===== src/design/alias_access_pkg.sv =====
package alias_access_pkg;
	// Main register space offsets
	localparam logic [7:0] PORT_SELECT_OFS = 8'h4C;
	localparam logic [7:0] INDIRECT_BLOCK_SELECT_OFS = 8'hB0;
	localparam logic [7:0] INDIRECT_OFFSET_OFS = 8'hB1;
	localparam logic [7:0] INDIRECT_DATA_PORT_OFS = 8'hB2;
	localparam logic [7:0] PORT0_I2C_ALIAS_OFS = 8'hF8;
	localparam logic [7:0] PORT1_I2C_ALIAS_OFS = 8'hF9;
	localparam logic [7:0] PORT2_I2C_ALIAS_OFS = 8'hFA;
	localparam logic [7:0] PORT3_I2C_ALIAS_OFS = 8'hFB;
	// Reset values
	localparam logic [7:0] ALIAS_RESET = 8'h00;
	localparam logic [7:0] BLOCK_SELECT_RESET = 8'h00;
	localparam logic [7:0] OFFSET_RESET = 8'h00;
	// Block select fields
	localparam int BLOCK_ID_LSB = 2;
	localparam int BLOCK_ID_WIDTH = 3;
	localparam int AUTO_INC_BIT = 1;
	// Alias layout: address in bits 7:1, bit 0 reserved
	localparam logic [7:0] ALIAS_WRITE_MASK = 8'hFE;
	localparam int NUM_PORTS = 4;
endpackage : alias_access_pkg


===== src/design/i2c_port_alias_indirect_access.sv =====
// What this block does
// RULE1 - Ports 1 to 3 each have an alias register holding a 7-bit target address.
// RULE2 - An alias field of zero disables that port's decoder entirely.
// RULE3 - Alias hits reach that port's registers without paging, plus all shared registers.
// RULE4 - Indirect block select, offset and data registers sit at 0xB0 to 0xB2.
// RULE5 - Block select chooses which internal register block indirect accesses reach.
// RULE6 - Indirect write: select, offset, then data write stores byte at offset.
// RULE7 - Indirect read: select, offset, then data read returns byte at offset.
// RULE8 - With auto-increment on, each data access advances the offset by one.
// RULE9 - Host sets block and offset before each new indirect write sequence.
// RULE10 - Port 0 also has an alias register laid out like the others.
// RULE11 - Main-address accesses reach the port chosen by the port select register.
// RULE12 - Alias bit 0 is reserved, reads zero and ignores writes.
`timescale 1ns/1ns
module i2c_port_alias_indirect_access (
	input wire logic clk,
	input wire logic reset,
	input wire logic mainHit,
	input wire logic [6:0] targetAddr,
	input wire logic accValid,
	input wire logic accWrite,
	input wire logic [7:0] accOffset,
	input wire logic [7:0] accWdata,
	input wire logic [7:0] portSelect,
	input wire logic [7:0] extRdata,
	input wire logic [7:0] indRdata,
	output logic accAck,
	output logic [7:0] accRdata,
	output logic [1:0] accessPort,
	output logic accessPortValid,
	output logic extValid,
	output logic extWrite,
	output logic [7:0] extOffset,
	output logic [7:0] extWdata,
	output logic indValid,
	output logic indWrite,
	output logic [2:0] indBlock,
	output logic [7:0] indOffset,
	output logic [7:0] indWdata
);

	// All state of the block, registered as one word
	typedef struct packed {
		logic [3:0][7:0] aliasReg;
		logic [7:0] blockSel;
		logic [7:0] offset;
		logic ack;
		logic [7:0] rdata;
		logic [1:0] port;
		logic portValid;
	} state_t;

	state_t s_q;
	state_t s_d;

	// Decode and routing signals
	logic [3:0] aliasMatch;
	logic aliasHit;
	logic [1:0] aliasPort;
	logic routeValid;
	logic [1:0] routePort;
	logic isLocal;
	logic isIndData;
	logic isBlockSel;
	logic isOffsetReg;
	logic accept;
	logic [3:0] aliasWe;
	logic [7:0] readByte;
	logic autoInc;
	logic [7:0] bumpedOffset;
	logic [1:0] aliasIdx;

	// Offset of an alias register, or none
	function automatic logic aliasOfs(input logic [7:0] ofs);
		aliasOfs = (ofs >= alias_access_pkg::PORT0_I2C_ALIAS_OFS) &&
			(ofs <= alias_access_pkg::PORT3_I2C_ALIAS_OFS);
	endfunction : aliasOfs

	// Offset of the indirect block select register
	function automatic logic blockSelOfs(input logic [7:0] ofs);
		blockSelOfs = ofs == alias_access_pkg::INDIRECT_BLOCK_SELECT_OFS;
	endfunction : blockSelOfs

	// Offset of the indirect offset register
	function automatic logic offsetOfs(input logic [7:0] ofs);
		offsetOfs = ofs == alias_access_pkg::INDIRECT_OFFSET_OFS;
	endfunction : offsetOfs

	// Offset of the indirect data window
	function automatic logic dataOfs(input logic [7:0] ofs);
		dataOfs = ofs == alias_access_pkg::INDIRECT_DATA_PORT_OFS;
	endfunction : dataOfs

	////////////////////////////////////////////////////////////////////////////
	// Per-port alias decoders
	genvar g;
	generate
		for (g = 0; g < alias_access_pkg::NUM_PORTS; g++) begin : gDecode
			assign aliasMatch[g] = (s_q.aliasReg[g][7:1] != 7'h00) && // RULE2
				(s_q.aliasReg[g][7:1] == targetAddr); // RULE1 RULE10
			assign aliasWe[g] = accept && accWrite && aliasOfs(accOffset) &&
				(aliasIdx == 2'(g));
		end
	endgenerate

	// Lowest matching port wins on overlap
	always_comb begin
		aliasHit = 1'b0;
		aliasPort = 2'd0;
		for (int i = alias_access_pkg::NUM_PORTS - 1; i >= 0; i--) begin
			if (aliasMatch[i]) begin
				aliasHit = 1'b1;
				aliasPort = i[1:0];
			end
		end
	end

	// Port routing: alias bypasses paging, main address uses port select
	always_comb begin
		routeValid = 1'b0;
		routePort = 2'd0;
		if (aliasHit) begin
			routeValid = 1'b1; // RULE3
			routePort = aliasPort;
		end else if (mainHit) begin
			routeValid = 1'b1;
			routePort = portSelect[1:0]; // RULE11
		end
	end

	////////////////////////////////////////////////////////////////////////////
	// Local register decode
	assign isIndData = dataOfs(accOffset); // RULE4
	assign isBlockSel = blockSelOfs(accOffset); // RULE4
	assign isOffsetReg = offsetOfs(accOffset); // RULE4
	assign isLocal = aliasOfs(accOffset) || isIndData || isBlockSel || isOffsetReg;

	// An access is taken only when some decoder claims the transaction
	assign accept = accValid && routeValid;

	// Alias registers sit four in a row from the port 0 offset
	assign aliasIdx = accOffset[1:0] - alias_access_pkg::PORT0_I2C_ALIAS_OFS[1:0];

	// Offset after a data window access; wraps from 0xFF back to 0
	assign autoInc = s_q.blockSel[alias_access_pkg::AUTO_INC_BIT];
	assign bumpedOffset = s_q.offset + 8'h01; // RULE8

	// Read data mux over the local registers and both outside sources
	always_comb begin
		readByte = extRdata;
		if (aliasOfs(accOffset)) begin
			readByte = s_q.aliasReg[aliasIdx]; // RULE12
		end else if (isBlockSel) begin
			readByte = s_q.blockSel;
		end else if (isOffsetReg) begin
			readByte = s_q.offset;
		end else if (isIndData) begin
			readByte = indRdata; // RULE7
		end
	end

	// Next-state logic
	always_comb begin
		s_d = s_q;
		s_d.ack = 1'b0;
		if (accept) begin
			s_d.ack = 1'b1;
			s_d.port = routePort;
			s_d.portValid = 1'b1;
			if (!accWrite) begin
				s_d.rdata = readByte;
			end
			if (accWrite && isBlockSel) begin
				s_d.blockSel = accWdata; // RULE5
			end
			if (accWrite && isOffsetReg) begin
				s_d.offset = accWdata; // RULE9
			end
			// With auto-increment set, bump follows every data window access, read or write
			if (isIndData && autoInc) begin
				s_d.offset = bumpedOffset; // RULE8
			end
		end
		// Alias writes keep the reserved bit 0 clear
		for (int p = 0; p < alias_access_pkg::NUM_PORTS; p++) begin
			if (aliasWe[p]) begin
				s_d.aliasReg[p] = accWdata & alias_access_pkg::ALIAS_WRITE_MASK; // RULE12
			end
		end
	end

	// State register
	always_ff @(posedge clk) begin
		if (reset) begin
			s_q.aliasReg <= {alias_access_pkg::NUM_PORTS{alias_access_pkg::ALIAS_RESET}};
			s_q.blockSel <= alias_access_pkg::BLOCK_SELECT_RESET;
			s_q.offset <= alias_access_pkg::OFFSET_RESET;
			s_q.ack <= 1'b0;
			s_q.rdata <= 8'h00;
			s_q.port <= 2'd0;
			s_q.portValid <= 1'b0;
		end else begin
			s_q <= s_d;
		end
	end

	////////////////////////////////////////////////////////////////////////////
	// Strobes to the indirect blocks and the rest of the register map
	assign indValid = accept && isIndData; // RULE6 RULE7
	assign indWrite = accWrite;
	assign indBlock = s_q.blockSel[alias_access_pkg::BLOCK_ID_LSB +: alias_access_pkg::BLOCK_ID_WIDTH];
	assign indOffset = s_q.offset; // RULE6
	assign indWdata = accWdata;

	// Outward strobes for registers kept elsewhere in the map
	assign extValid = accept && !isLocal; // RULE3
	assign extWrite = accWrite;
	assign extOffset = accOffset;
	assign extWdata = accWdata;

	// Answer outputs
	assign accAck = s_q.ack;
	assign accRdata = s_q.rdata;
	assign accessPort = s_q.port;
	assign accessPortValid = s_q.portValid;

endmodule : i2c_port_alias_indirect_access


===== config.mk =====
export PLATFORM = sky130hd
export DESIGN_NAME = i2c_port_alias_indirect_access
export DESIGN_NICKNAME = d
export VERILOG_FILES = /design/src/design/alias_access_pkg.sv /design/src/design/i2c_port_alias_indirect_access.sv
export SDC_FILE = /design/constraint.sdc
export NUM_CORES = 1
export LEC_CHECK = 0
export ABC_AREA = 1
export BUFFER_PORTS_ARGS = -buffer_cell sky130_fd_sc_hd__buf_4
export CAP_MARGIN = 20
export CORE_UTILIZATION = 49
export CTS_CLUSTER_SIZE = 40
export DETAILED_ROUTE_END_ITERATION = 10
export PLACE_DENSITY = 0.78
export SLEW_MARGIN = 20
export SYNTH_ARGS = -nofsm -noshare
export SYNTH_HDL_FRONTEND = slang
export SYNTH_SLANG_ARGS = --single-unit

===== constraint.sdc =====
create_clock -name clk -period 1.9 [get_ports clk]
set_clock_uncertainty 0.2 [all_clocks]
set_input_delay 0.38 -clock clk [delete_from_list [all_inputs] [get_ports clk]]
set_output_delay 0.38 -clock clk [all_outputs]
set_load 0.02 [all_outputs]

# Yosys cells after proc, flatten, opt, wreduce, memory -nomap -nowiden
# Cells that the tools add are included.
[classes] add_sub_neg=1 n_lt_le_gt_ge=3 n_eq_ne=10 n_mux=22 bitwise_logic=1 n_reduce_logical=30
[op_table] op="$mux 8" n=8
[op_table] op="$eq 7x7->1" n=4
[op_table] op="$reduce_bool 7->1" n=4
[op_table] op="$eq 8x8->1 const B" n=3
[op_table] op="$logic_and 1x1->1" n=17
[op_table] op="$bmux 8 s2" n=1
[op_table] op="$mux 12" n=1
[op_table] op="$mux 2" n=6
[op_table] op="$add 8x1->8 const B" n=1
[op_table] op="$ge 8x8->1 const B" n=1
[op_table] op="$le 8x8->1 const B" n=1
[op_table] op="$mux 1" n=6
[op_table] op="$reduce_and 2->1" n=3
[op_table] op="$eq 2x2->1 const B" n=2
[op_table] op="$logic_or 1x1->1" n=3
[op_table] op="$lt 2x3->1 const B" n=1
[op_table] op="$eq 2x1->1 const B" n=1
[op_table] op="$logic_not 2->1" n=1
[op_table] op="$reduce_bool 2->1" n=1
[op_table] op="$logic_not 1->1" n=1
[op_table] op="$not 1->1" n=1
[totals] register_bits=56 input_bits=52 out_inout_bits=51 wordCells=77

# Logic depth before layout (Yosys ltp)
# Gate-level depths: netlist (run 1).
[logic_depth] depth_word=11 depth_mapped=16 ltp_nobuf=15

# Worst setup path before layout (run 1)
# OpenSTA, ideal clock, no wires.
[synth_timing] path_type="input -> output" startpoint="input targetAddr[5]" endpoint="output extValid" t_arrival_ns=1.849 t_required_ns=1.320 setup_slack_ns=-0.529 cell_stages=12 n_path_buf=1 path_cell_list="buf_2 nand2_1 nand2_1 nor2_1 nand2_1 nor2_2 nand2_1 nand2_1 nor2_2 nand2_4 nand2_4 nor4_1"
[synth_via] elab_chain_cells=9 elab_cells_between_ends=15 classes_between="eq/ne: 4; mux: 5; reduce/logical: 6"
[synth_rtl] item="from (decl)" line="i2c_port_alias_indirect_access.sv:19" rtl="input wire logic [6:0] targetAddr,"
[synth_rtl] item="$eq 7x7->1" line="i2c_port_alias_indirect_access.sv:100" rtl="(s_q.aliasReg[g][7:1] == targetAddr);"
[synth_rtl] item="$logic_and 1x1->1" line="i2c_port_alias_indirect_access.sv:99" rtl="assign aliasMatch[g] = (s_q.aliasReg[g][7:1] != 7'h00) &&"
[synth_rtl] item="$mux 1 (3 in series)" line="i2c_port_alias_indirect_access.sv:111" rtl="if (aliasMatch[i]) begin"
[synth_rtl] item="$mux 1 (*)" line="i2c_port_alias_indirect_access.sv:111"
[synth_rtl] item="$mux 1 (*)" line="i2c_port_alias_indirect_access.sv:122" rtl="if (aliasHit) begin"
[synth_rtl] item="$logic_and 1x1->1 (*)" line="i2c_port_alias_indirect_access.sv:139" rtl="assign accept = accValid && routeValid;"
[synth_rtl] item="$logic_and 1x1->1 (*)" line="i2c_port_alias_indirect_access.sv:216" rtl="assign extValid = accept && !isLocal;"
[synth_rtl] item="to (decl)" line="i2c_port_alias_indirect_access.sv:31" rtl="output logic extValid,"
# Every way passes the cells marked *; elsewhere a longest branch is shown, timed or not.

# Final worst setup path (run 1)
[layout_timing] startpoint="register s_q[39] (netlist name)" endpoint="register s_q (netlist bit accRdata[2])"
[layout_via] elab_chain_cells=7 elab_cells_between_ends=8 classes_between="eq/ne: 1; mux: 3; reduce/logical: 4"
[layout_rtl] item="from (decl)" line="i2c_port_alias_indirect_access.sv:53" rtl="state_t s_q;"
[layout_rtl] item="$eq 7x7->1 / $reduce_bool 7->1 (equally long branches)" line="i2c_port_alias_indirect_access.sv:100, i2c_port_alias_indirect_access.sv:99"
[layout_rtl] item="$logic_and 1x1->1 (*)" line="i2c_port_alias_indirect_access.sv:99"
[layout_rtl] item="$mux 1 (*) (2 in series)" line="i2c_port_alias_indirect_access.sv:111"
[layout_rtl] item="$mux 1 (*)" line="i2c_port_alias_indirect_access.sv:122"
[layout_rtl] item="$logic_and 1x1->1 (*)" line="i2c_port_alias_indirect_access.sv:139"
[layout_rtl] item="$reduce_and 2->1 (no line) (*)"
# Marks and branches as above.
# A chain may end at the register's enable or synchronous reset.

==> flow_metrics.py, run 1 <==
metrics = {
    "status": {
        "outcome": "complete, but fails checks",
        "violations": "setup timing",
    },
    "logic_synthesis": {
        "synth_xor_xnor_area_share": 0.00882,
        "synth_ff_type": "dfxtp_1",
        "synthesis.nets": 704,
        "ys_seq_area_frac": 0.282,
        "ys_warn_count": 0,
        "synth_compound_area_frac": 0.115,
        "ys_async_sr_fraction": 0,
        "ys_ff_latch": 56,
        "yosys.area_share.simple": 0.413,
        "synth_fa_ha_area_frac": 0.00315,
        "yosys.cell_types.count": 38,
        "synth_enable_flop_cells": 0,
        "synthCells": 651,
        "syn_area_per_cell_sq_um": 6.10,
        "synthMuxAreaShare": 0,
        "synthesis.area_sq_um": 3970,
        "synth_top_family_by_area": "simple AND/OR/NAND/NOR gates",
    },
    "placement": {
        "portBuffers": 96,
        "place_inst": 867,
        "pre_cts_ws_ns": -0.429,
        "routabilityCongestion": 0.934,
        "dpl.hpwl_mm": 10.2,
    },
    "critical_path": {
        "r2r-end": "accRdata[2]",
        "cp-start-kind": "flop",
        "path_buf_inv": 5,
        "required_ns": 1.94,
        "path_cells": "inv_2 -> nand2_2 -> nand2_2 -> nor2_2 -> nand2_1 -> nor2_1 -> nand2_1 -> nand2_2 -> nor2_4 -> nand2_4 -> nand2_8 -> buf_4 -> buf_6 -> buf_6 -> nor2_4 -> buf_6 -> o21ai_1 -> a21oi_1",
        "slowest_delay_ns": 0.36,
        "reg2reg_slack_ns": -0.59,
        "crit_slowest_cell": "dfxtp_2",
        "cp_top_family": "simple AND/OR/NAND/NOR gates",
        "rr_startpoint": "s_q[39]",
        "endpoint_kind": "flop",
        "critPathArrivalTime_ns": 2.53,
        "worst-r2r-cell-count": 18,
        "critPathKind": "flop to flop",
        "crit_fanout": 5,
    },
    "cts": {
        "ctsLongestPathBuffers": 2,
        "cts_sinks": 56,
        "cts-root-buf": "clkbuf_8",
        "ctsHoldBuffers": 0,
        "cts_tree": "yes",
        "clock_latency_ns": 0.32,
        "cts.clk_slew.worst_paths_ns": 0.10,
        "cts_buffers": 5,
        "cts-htree-levels": 2,
    },
    "floorplanning": {
        "dieArea_sq_um": 8470,
        "core-area_sq_um": 7770,
        "core.rowCount": 32,
        "dieWidth_microns": 92.0,
        "io-pin-count": 103,
        "start_util": 0.511,
        "die_y_microns": 92.0,
    },
    "routing": {
        "wl_met2_mm": 7.51,
        "top_layer": "met4",
        "routed-via-count": 5114,
        "ant_nets": 0,
        "drc": 0,
        "wl_met1_mm": 5.66,
        "dr.pass1.iters": 6,
        "via_per_inst": 5.68,
        "drtIter0Drc": 513,
        "wl_per_cell_microns": 17.9,
        "routed_wl_mm": 16.1,
        "wl_met3_mm": 1.56,
    },
    "timing": {
        "relSlewSlack": 0.643,
        "hold_slack_ns": 0.146,
        "period_minus_slack_ns": 2.49,
        "max_slew.worst_pin.slew_ns": 0.535,
        "rsz0062_at_grt": "yes",
        "drv_slew": 0,
        "fin_crit_sh": 1.31,
        "finalHoldViolations": 0,
        "fmax_mhz": 401,
        "setup_viol": 58,
        "setup_slack_ns": -0.592,
    },
    "min_path": {
        "holdPathEnd": "autoInc",
        "hold_path_depth": 3,
        "hold_path_class": "input pin to flop",
        "hp-start": "accWdata[1]",
    },
    "global_routing": {
        "grt_use_total": 0.347,
        "grt_overflow": 0,
        "grt_pass1_vias": 4634,
        "antenna_found_initial": 0,
        "grt_pass1_wl_mm": 22.7,
        "grt_max_degree": 30,
    },
    "finish": {
        "n_antenna_cell": 0,
        "layout-drive-gt1-share": 0.442,
        "layout_common_cells": "buf_4 (182), nand2_1 (172), nor2_1 (88)",
        "stdcell_count": 900,
        "syn_to_final_growth_pct": 46.9,
        "finish.utilization": 0.751,
        "final_nets": 851,
        "layout_commonest_cell": "buf_4",
    },
    "pwr": {
        "cellLeakagePower_nw": 2.70,
        "irDropWorstVdd_v": 0.000433,
        "p_per_area_nw_per_um2": 423,
        "total_power_mw": 2.47,
    },
    "run": {
        "cap_violations": 0,
    },
}
## worst max-delay path by stage
stage / slack (ns) / from / end / depth (start not counted)
floorplan: -0.14 / targetAddr[5] / extValid / 12
global placement: -0.42 / targetAddr[6] / extValid / 14
detailed placement: -0.43 / targetAddr[6] / indBlock[1] / 16
CTS: -0.51 / s_q[55] / extValid / 13
global route: -0.73 / s_q[39] / accRdata[2] / 18
finish: -0.59 / s_q[39] / accRdata[2] / 18
## worst min-delay path: cells and delay by family
kind            cells  cell delay [ns]
buf+inv             1             0.13
simple gates        1             0.07
compound gates      1             0.04
## kinds of logic (layout without fill, tap and decap cells)
group                      Yosys count  after routing
xor gates and xnor gates             4              4
adders and majority gates            1              1
DFF                                 56             56
buffers and inverters              133            279
AOI/OAI and AO/OA                   82             82
and+or+nand+nor                    375            376
## registers in the layout (all words and copies together) (netlist names)
register,count
accAck,1
accRdata,8
accessPort,2
accessPortValid,1
autoInc,1
indBlock,3
indOffset,8
s_q,32
## where the power goes
group / switching (mW) / total, mW / internal, mW
clock: 0.405 / 0.697 / 0.292
combinational: 0.340 / 0.573 / 0.233
sequential: 0.0112 / 1.20 / 1.19
## cells in the mapped netlist, types with 5 or more instances
cell type,count,area (sq um)
nand2_1,199,747
nor2_1,96,360
inv_1,57,214
dfxtp_1,56,1120
nand3_1,49,245
buf_4,48,360
a21oi_1,37,185
o21ai_0,27,135
inv_2,11,41.3
nor2_4,8,90.1
clkbuf_1,6,22.5
o22ai_1,6,37.5
nand4_1,5,31.3
o2111ai_1,5,43.8
## routing by layer
layer / up-vias / GRT usage
met5: - / 0
met4: 0 / 0.234
met3: 135 / 0.0564
met2: 386 / 0.608
met1: 2289 / 0.385
li1: 2304 / -
## per-stage QoR
step / TNS (ns) / instance area (sq um)
floorplan: -1.57 / 4110
detailed placement: -20.74 / 5150
finish: -25.44 / 5830
global placement: -20.42 / 5150
global route: -33.15 / 5830
CTS: -20.09 / 5650
## repair_timing
action	CTS	global route
setup endpoints to repair	58	58
buffers inserted	20	6
cloned	4	0
pin swaps	24	26
gates resized for setup	68	57
## cell type report
class,count,area (sq um)
sequential,56,1140
multi-input combinational,463,2510
tap,102,128
fill,603,1940
clock inverter,1,8.76
clock buffer,6,82.6
inverter,69,270
timing repair buffer,203,1690
(Power assumes the default switching activity.)
==> run 2, diff against run 1 <==
--- a/config.mk
+++ b/config.mk
@@ -9,8 +9,9 @@
 export BUFFER_PORTS_ARGS = -buffer_cell sky130_fd_sc_hd__buf_4
 export CAP_MARGIN = 20
-export CORE_UTILIZATION = 49
+export CORE_UTILIZATION = 50
 export CTS_CLUSTER_SIZE = 40
 export DETAILED_ROUTE_END_ITERATION = 10
-export PLACE_DENSITY = 0.78
+export HOLD_SLACK_MARGIN = 0.1
+export PLACE_DENSITY = 0.76
 export SLEW_MARGIN = 20
 export SYNTH_ARGS = -nofsm -noshare
==> constraint.sdc (replaced) <==
create_clock -name clk -period 2.7 [get_ports clk]
set_clock_uncertainty 0.2 [all_clocks]
set_input_delay 0.405 -clock clk [delete_from_list [all_inputs] [get_ports clk]]
set_output_delay 0.405 -clock clk [all_outputs]
set_load 0.02 [all_outputs]
==> run 2 against run 1 <==
Effect of this change: the run now ends clean; routed wire length decreased by 30%; sequential share of layout area increased by 5.4 points; non-clock buffer count decreased by 101; largest cell class unchanged; largest power group unchanged.
==> flow_metrics.py, run 2 (synthesis gave the netlist of run 1 again) <==
metrics = {
    "status": {
        "outcome": "finished clean",
    },
    "cts": {
        "cts-htree-levels": 2,
        "clock_latency_ns": 0.31,
        "ctsLongestPathBuffers": 2,
        "cts_setup_buffers": 0,
        "cts_buffers": 5,
        "ctsHoldBuffers": 0,
        "cts_sinks": 56,
        "cts-root-buf": "clkbuf_8",
        "cts.clk_slew.worst_paths_ns": 0.11,
        "cts_tree": "yes",
        "cts_resized": 0,
    },
    "pwr": {
        "comb_power_share": 0.189,
        "irDropWorstVdd_v": 0.000218,
        "cellLeakagePower_nw": 2.11,
        "intPower_mw": 1.16,
        "switchingPower_mw": 0.467,
        "p_clk_frac": 0.296,
        "p_sw_frac": 0.286,
        "sequentialPowerShare": 0.515,
        "p_per_area_nw_per_um2": 359,
    },
    "finish": {
        "fillers": 775,
        "largest_reg_flops": 32,
        "layout_commonest_cell": "nand2_1",
        "final_nets": 749,
        "max_flop_register": "s_q",
        "syn_to_final_growth_pct": 14.4,
        "n_antenna_cell": 0,
        "layout_common_cells": "nand2_1 (198), buf_4 (102), nor2_1 (96)",
        "design_area_sq_um": 4540,
        "layout-drive-gt1-share": 0.228,
    },
    "routing": {
        "drc": 0,
        "routed-via-count": 4153,
        "drtIter0Drc": 316,
        "ant_nets": 0,
        "routed_wl_mm": 11.2,
        "via_per_inst": 5.20,
        "dr.pass1.iters": 4,
        "wl_per_cell_microns": 14.1,
    },
    "timing": {
        "period_minus_slack_ns": 2.53,
        "relSlewSlack": 0.718,
        "max_slew.worst_pin.slew_ns": 0.423,
        "fin_setup_tns_ns": 0,
        "finalHoldViolations": 0,
        "setup_viol": 0,
        "fmax_mhz": 395,
        "rsz0062_at_grt": "no",
        "fin_crit_sh": 0.937,
        "drv_slew": 0,
    },
    "placement": {
        "routabilityCongestion": 0.991,
        "postPlaceCellArea_sq_um": 4420,
        "dpl.hpwl_mm": 8.68,
        "portBuffers": 96,
    },
    "critical_path": {
        "endpoint_kind": "output pin",
        "required_ns": 2.10,
        "critPathKind": "flop to output pin",
        "critPathArrivalTime_ns": 1.93,
        "crit_fanout": 6,
        "cp-start-kind": "flop",
    },
    "global_routing": {
        "grt_use_total": 0.274,
        "grt_overflow": 0,
        "antenna_found_initial": 0,
        "grt_pass1_vias": 3737,
        "grt_max_degree": 29,
        "grt_pass1_wl_mm": 18.1,
    },
    "floorplanning": {
        "core.rowCount": 32,
        "dieArea_sq_um": 8300,
        "core-area_sq_um": 7690,
        "io-pin-count": 103,
        "die_y_microns": 91.1,
        "start_util": 0.516,
        "dieWidth_microns": 91.1,
    },
    "run": {
        "cap_violations": 0,
    },
    "min_path": {
        "hold_path_class": "input pin to flop",
    },
}
[run 2: final timing paths]
path                            startpoint           to  slack (ns)  cells after the start
worst min register to register     s_q[20]      s_q[20]        0.27                      2
worst max register to register     s_q[58]      autoInc        0.45                     15
worst min-delay path                 reset  indBlock[0]        0.19                      2
worst max-delay path               s_q[58]     extValid        0.17                     13
[run 2: power by group through the flow]
stage	combinational, mW	clock [mW]	sequential [mW]
after global placement	0.301	0	0.859
after detailed placement	0.305	0	0.860
after CTS	0.307	0.486	0.841
after floorplan	0.194	0	0.860
after global routing	0.333	0.521	0.842
final	0.308	0.482	0.841
[run 2: metal layers]
layer | wire, microns | share of wire | track usage
met5 | 0 | 0 | 0
met4 | 189 | 0.017 | 0.0741
met3 | 722 | 0.064 | 0.0335
met2 | 5370 | 0.48 | 0.465
met1 | 4950 | 0.44 | 0.366
[run 2: final cells by class]
type                       instances  area, sq um  area share
multi-input combinational        462         2160       0.476
sequential                        56         1130       0.250
timing repair buffer             102          766       0.169
inverter                          69          260      0.0573
tap                              102          128      0.0281
clock buffer                       6         82.6      0.0182
clock inverter                     2         10.0     0.00220
[run 2: worst max-delay path, stage by stage, from the launching register on]
cell and delay (ns):
dfxtp_1 0.34, inv_1 0.11, nand2_1 0.08, nand2_1 0.04, nor2_1 0.09, nand2_1 0.08
nor2_2 0.10, nand2_1 0.07, nand2_2 0.10, nor2_2 0.06, nand2_4 0.10, nand2_4 0.12
nor4_4 0.16, buf_4 0.18
[run 2: stage by stage]
step,instances,setup slack [ns],hold slack (ns),utilization,total power [mW]
2_1_floorplan,651,0.221,0.238,-,1.05
3_3_place_gp,791,0.258,0.253,0.575,1.16
3_5_place_dp,791,0.182,0.254,0.575,1.17
4_1_cts,799,0.0375,0.186,0.587,1.63
5_1_grt,799,0.00529,0.199,0.591,1.70
6_report,799,0.169,0.193,0.591,1.63
==> run 3, diff against run 2 <==
CORE_MARGIN = 5   (was default)
clock period = 3.2 ns   (was 2.7 ns; I/O delays follow)
==> run 3 against run 2 <==
Effect of this change: final area decreased by 0.66%; sequential power decreased by 16%; setup slack improved by 0.29 ns; combinational power decreased by 15%; via count increased by 0.46%; power decreased by 15%; critical path depth unchanged; critical endpoint unchanged; highest routed layer unchanged.
==> flow_metrics.py, run 3 (synthesis gave the netlist of run 1 again) <==
metrics = {
    "timing": {
        "max_slew.worst_pin.slew_ns": 0.385,
        "drv_slew": 0,
        "setup_slack_ns": 0.463,
        "hold_slack_ns": 0.257,
        "fin_crit_sh": 0.855,
        "finalHoldViolations": 0,
        "relSlewSlack": 0.742,
        "fin_setup_tns_ns": 0,
        "fmax_mhz": 365,
        "period_minus_slack_ns": 2.74,
        "setup_viol": 0,
        "rsz0062_at_grt": "no",
    },
    "cts": {
        "cts_tree": "yes",
        "cts.clk_slew.worst_paths_ns": 0.10,
        "ctsHoldBuffers": 0,
        "cts_setup_buffers": 0,
        "cts_buffers": 5,
        "cts-root-buf": "clkbuf_8",
        "cts_resized": 0,
        "clock_latency_ns": 0.32,
        "cts_sinks": 56,
        "cts-htree-levels": 2,
        "ctsLongestPathBuffers": 2,
    },
    "finish": {
        "stdcell_count": 799,
        "n_antenna_cell": 0,
        "design_area_sq_um": 4510,
        "finish.utilization": 0.584,
        "layout-drive-gt1-share": 0.208,
        "syn_to_final_growth_pct": 13.6,
        "final_nets": 749,
        "layout_commonest_cell": "nand2_1",
        "largest_reg_flops": 32,
        "max_flop_register": "s_q",
        "layout_common_cells": "nand2_1 (199), buf_4 (102), nor2_1 (96)",
    },
    "run": {
        "cap_violations": 0,
    },
    "critical_path": {
        "path_buf_inv": 3,
        "cp-startpoint": "s_q[37]",
        "critPathKind": "flop to output pin",
        "cp_common_cell": "nand2_1",
        "endpoint": "extValid",
        "crit_fanout": 6,
        "cp_top_family": "simple AND/OR/NAND/NOR gates",
        "reg2reg_slack_ns": 0.93,
        "slowest_delay_ns": 0.49,
        "cp-start-kind": "flop",
        "endpoint_kind": "output pin",
        "worst-r2r-cell-count": 15,
        "r2r-end": "s_q[25]",
        "crit_slowest_cell": "dfxtp_1",
        "critPathArrivalTime_ns": 2.06,
        "path_cells": "inv_1 -> nand2_1 -> nand2_1 -> inv_1 -> nand3_1 -> nor2_1 -> nand2_1 -> nand2_1 -> nor2_2 -> nand2_4 -> nand2_4 -> nor4_1 -> buf_4",
        "required_ns": 2.52,
        "rr_startpoint": "s_q[37]",
        "critical_path_cell_count": 13,
    },
    "global_routing": {
        "grt_max_degree": 29,
        "grt_overflow": 0,
        "grt_pass1_vias": 3875,
        "top_usage_layer": "met2",
        "grt_use_total": 0.233,
        "grt_use_met3": 0.0372,
        "use_met2": 0.355,
        "use_met1": 0.331,
        "grt_pass1_wl_mm": 18.8,
        "antenna_found_initial": 0,
    },
    "routing": {
        "wl_per_cell_microns": 14.5,
        "routed_wl_mm": 11.6,
        "dr.pass1.iters": 5,
        "drtIter0Drc": 333,
        "ant_nets": 0,
        "drc": 0,
        "routed-via-count": 4172,
        "via_per_inst": 5.22,
    },
    "floorplanning": {
        "dieArea_sq_um": 9820,
        "dieWidth_microns": 99.1,
        "die_y_microns": 99.1,
        "start_util": 0.514,
        "io-pin-count": 103,
        "core.rowCount": 32,
        "core-area_sq_um": 7730,
    },
    "pwr": {
        "switchingPower_mw": 0.403,
        "p_clk_frac": 0.301,
        "comb_power_share": 0.188,
        "p_per_area_nw_per_um2": 308,
        "total_power_mw": 1.39,
        "irDropWorstVdd_v": 0.000177,
        "sequentialPowerShare": 0.511,
        "intPower_mw": 0.985,
        "p_sw_frac": 0.290,
        "cellLeakagePower_nw": 2.10,
    },
    "min_path": {
        "hold_path_class": "input pin to flop",
    },
    "placement": {
        "dpl.hpwl_mm": 8.94,
        "place_inst": 791,
        "routabilityCongestion": 0.995,
        "postPlaceCellArea_sq_um": 4420,
        "pre_cts_ws_ns": 0.539,
        "portBuffers": 96,
    },
    "status": {
        "outcome": "finished clean",
    },
}
run 3: worst reg2reg max path: cells and delay by family, from the launching register on:
family	cells	cell delay (ns)
buf+inv	3	0.33
compound gates	1	0.06
flops	1	0.49
simple gates	11	1.09
run 3: area by class of cell:
| type | count | area [sq um] |
|---|---|---|
| fill | 745 | 3220 |
| multi-input combinational | 462 | 2140 |
| sequential | 56 | 1120 |
| timing repair buffer | 102 | 766 |
| inverter | 69 | 260 |
| tap | 102 | 128 |
| clock buffer | 7 | 86.3 |
| clock inverter | 1 | 7.51 |
run 3: metal layers:
layer	wire length, microns	share of wire	vias to the layer above
met2	5170	0.45	187
li1	-	-	2096
met4	318	0.027	0
met3	916	0.079	29
met1	5170	0.45	1860
met5	0	0	-
run 3: power groups by stage:
stage	logic, mW	clock network, mW	registers (mW)
after global routing	0.283	0.448	0.710
after detailed placement	0.259	0	0.725
after floorplan	0.164	0	0.726
final	0.261	0.418	0.709
after CTS	0.260	0.420	0.709
after global placement	0.256	0	0.725
run 3: worst min path at each step:
stage                    startpoint               to  slack, ns  cells after the start
detailed placement          s_q[20]          s_q[20]       0.26                      2
CTS                           reset      indBlock[2]       0.25                      2
global route                  reset     indOffset[2]       0.25                      2
global placement    accessPortValid  accessPortValid       0.25                      2
finish                        reset     indOffset[7]       0.26                      2
floorplan                   s_q[26]          s_q[26]       0.24                      2
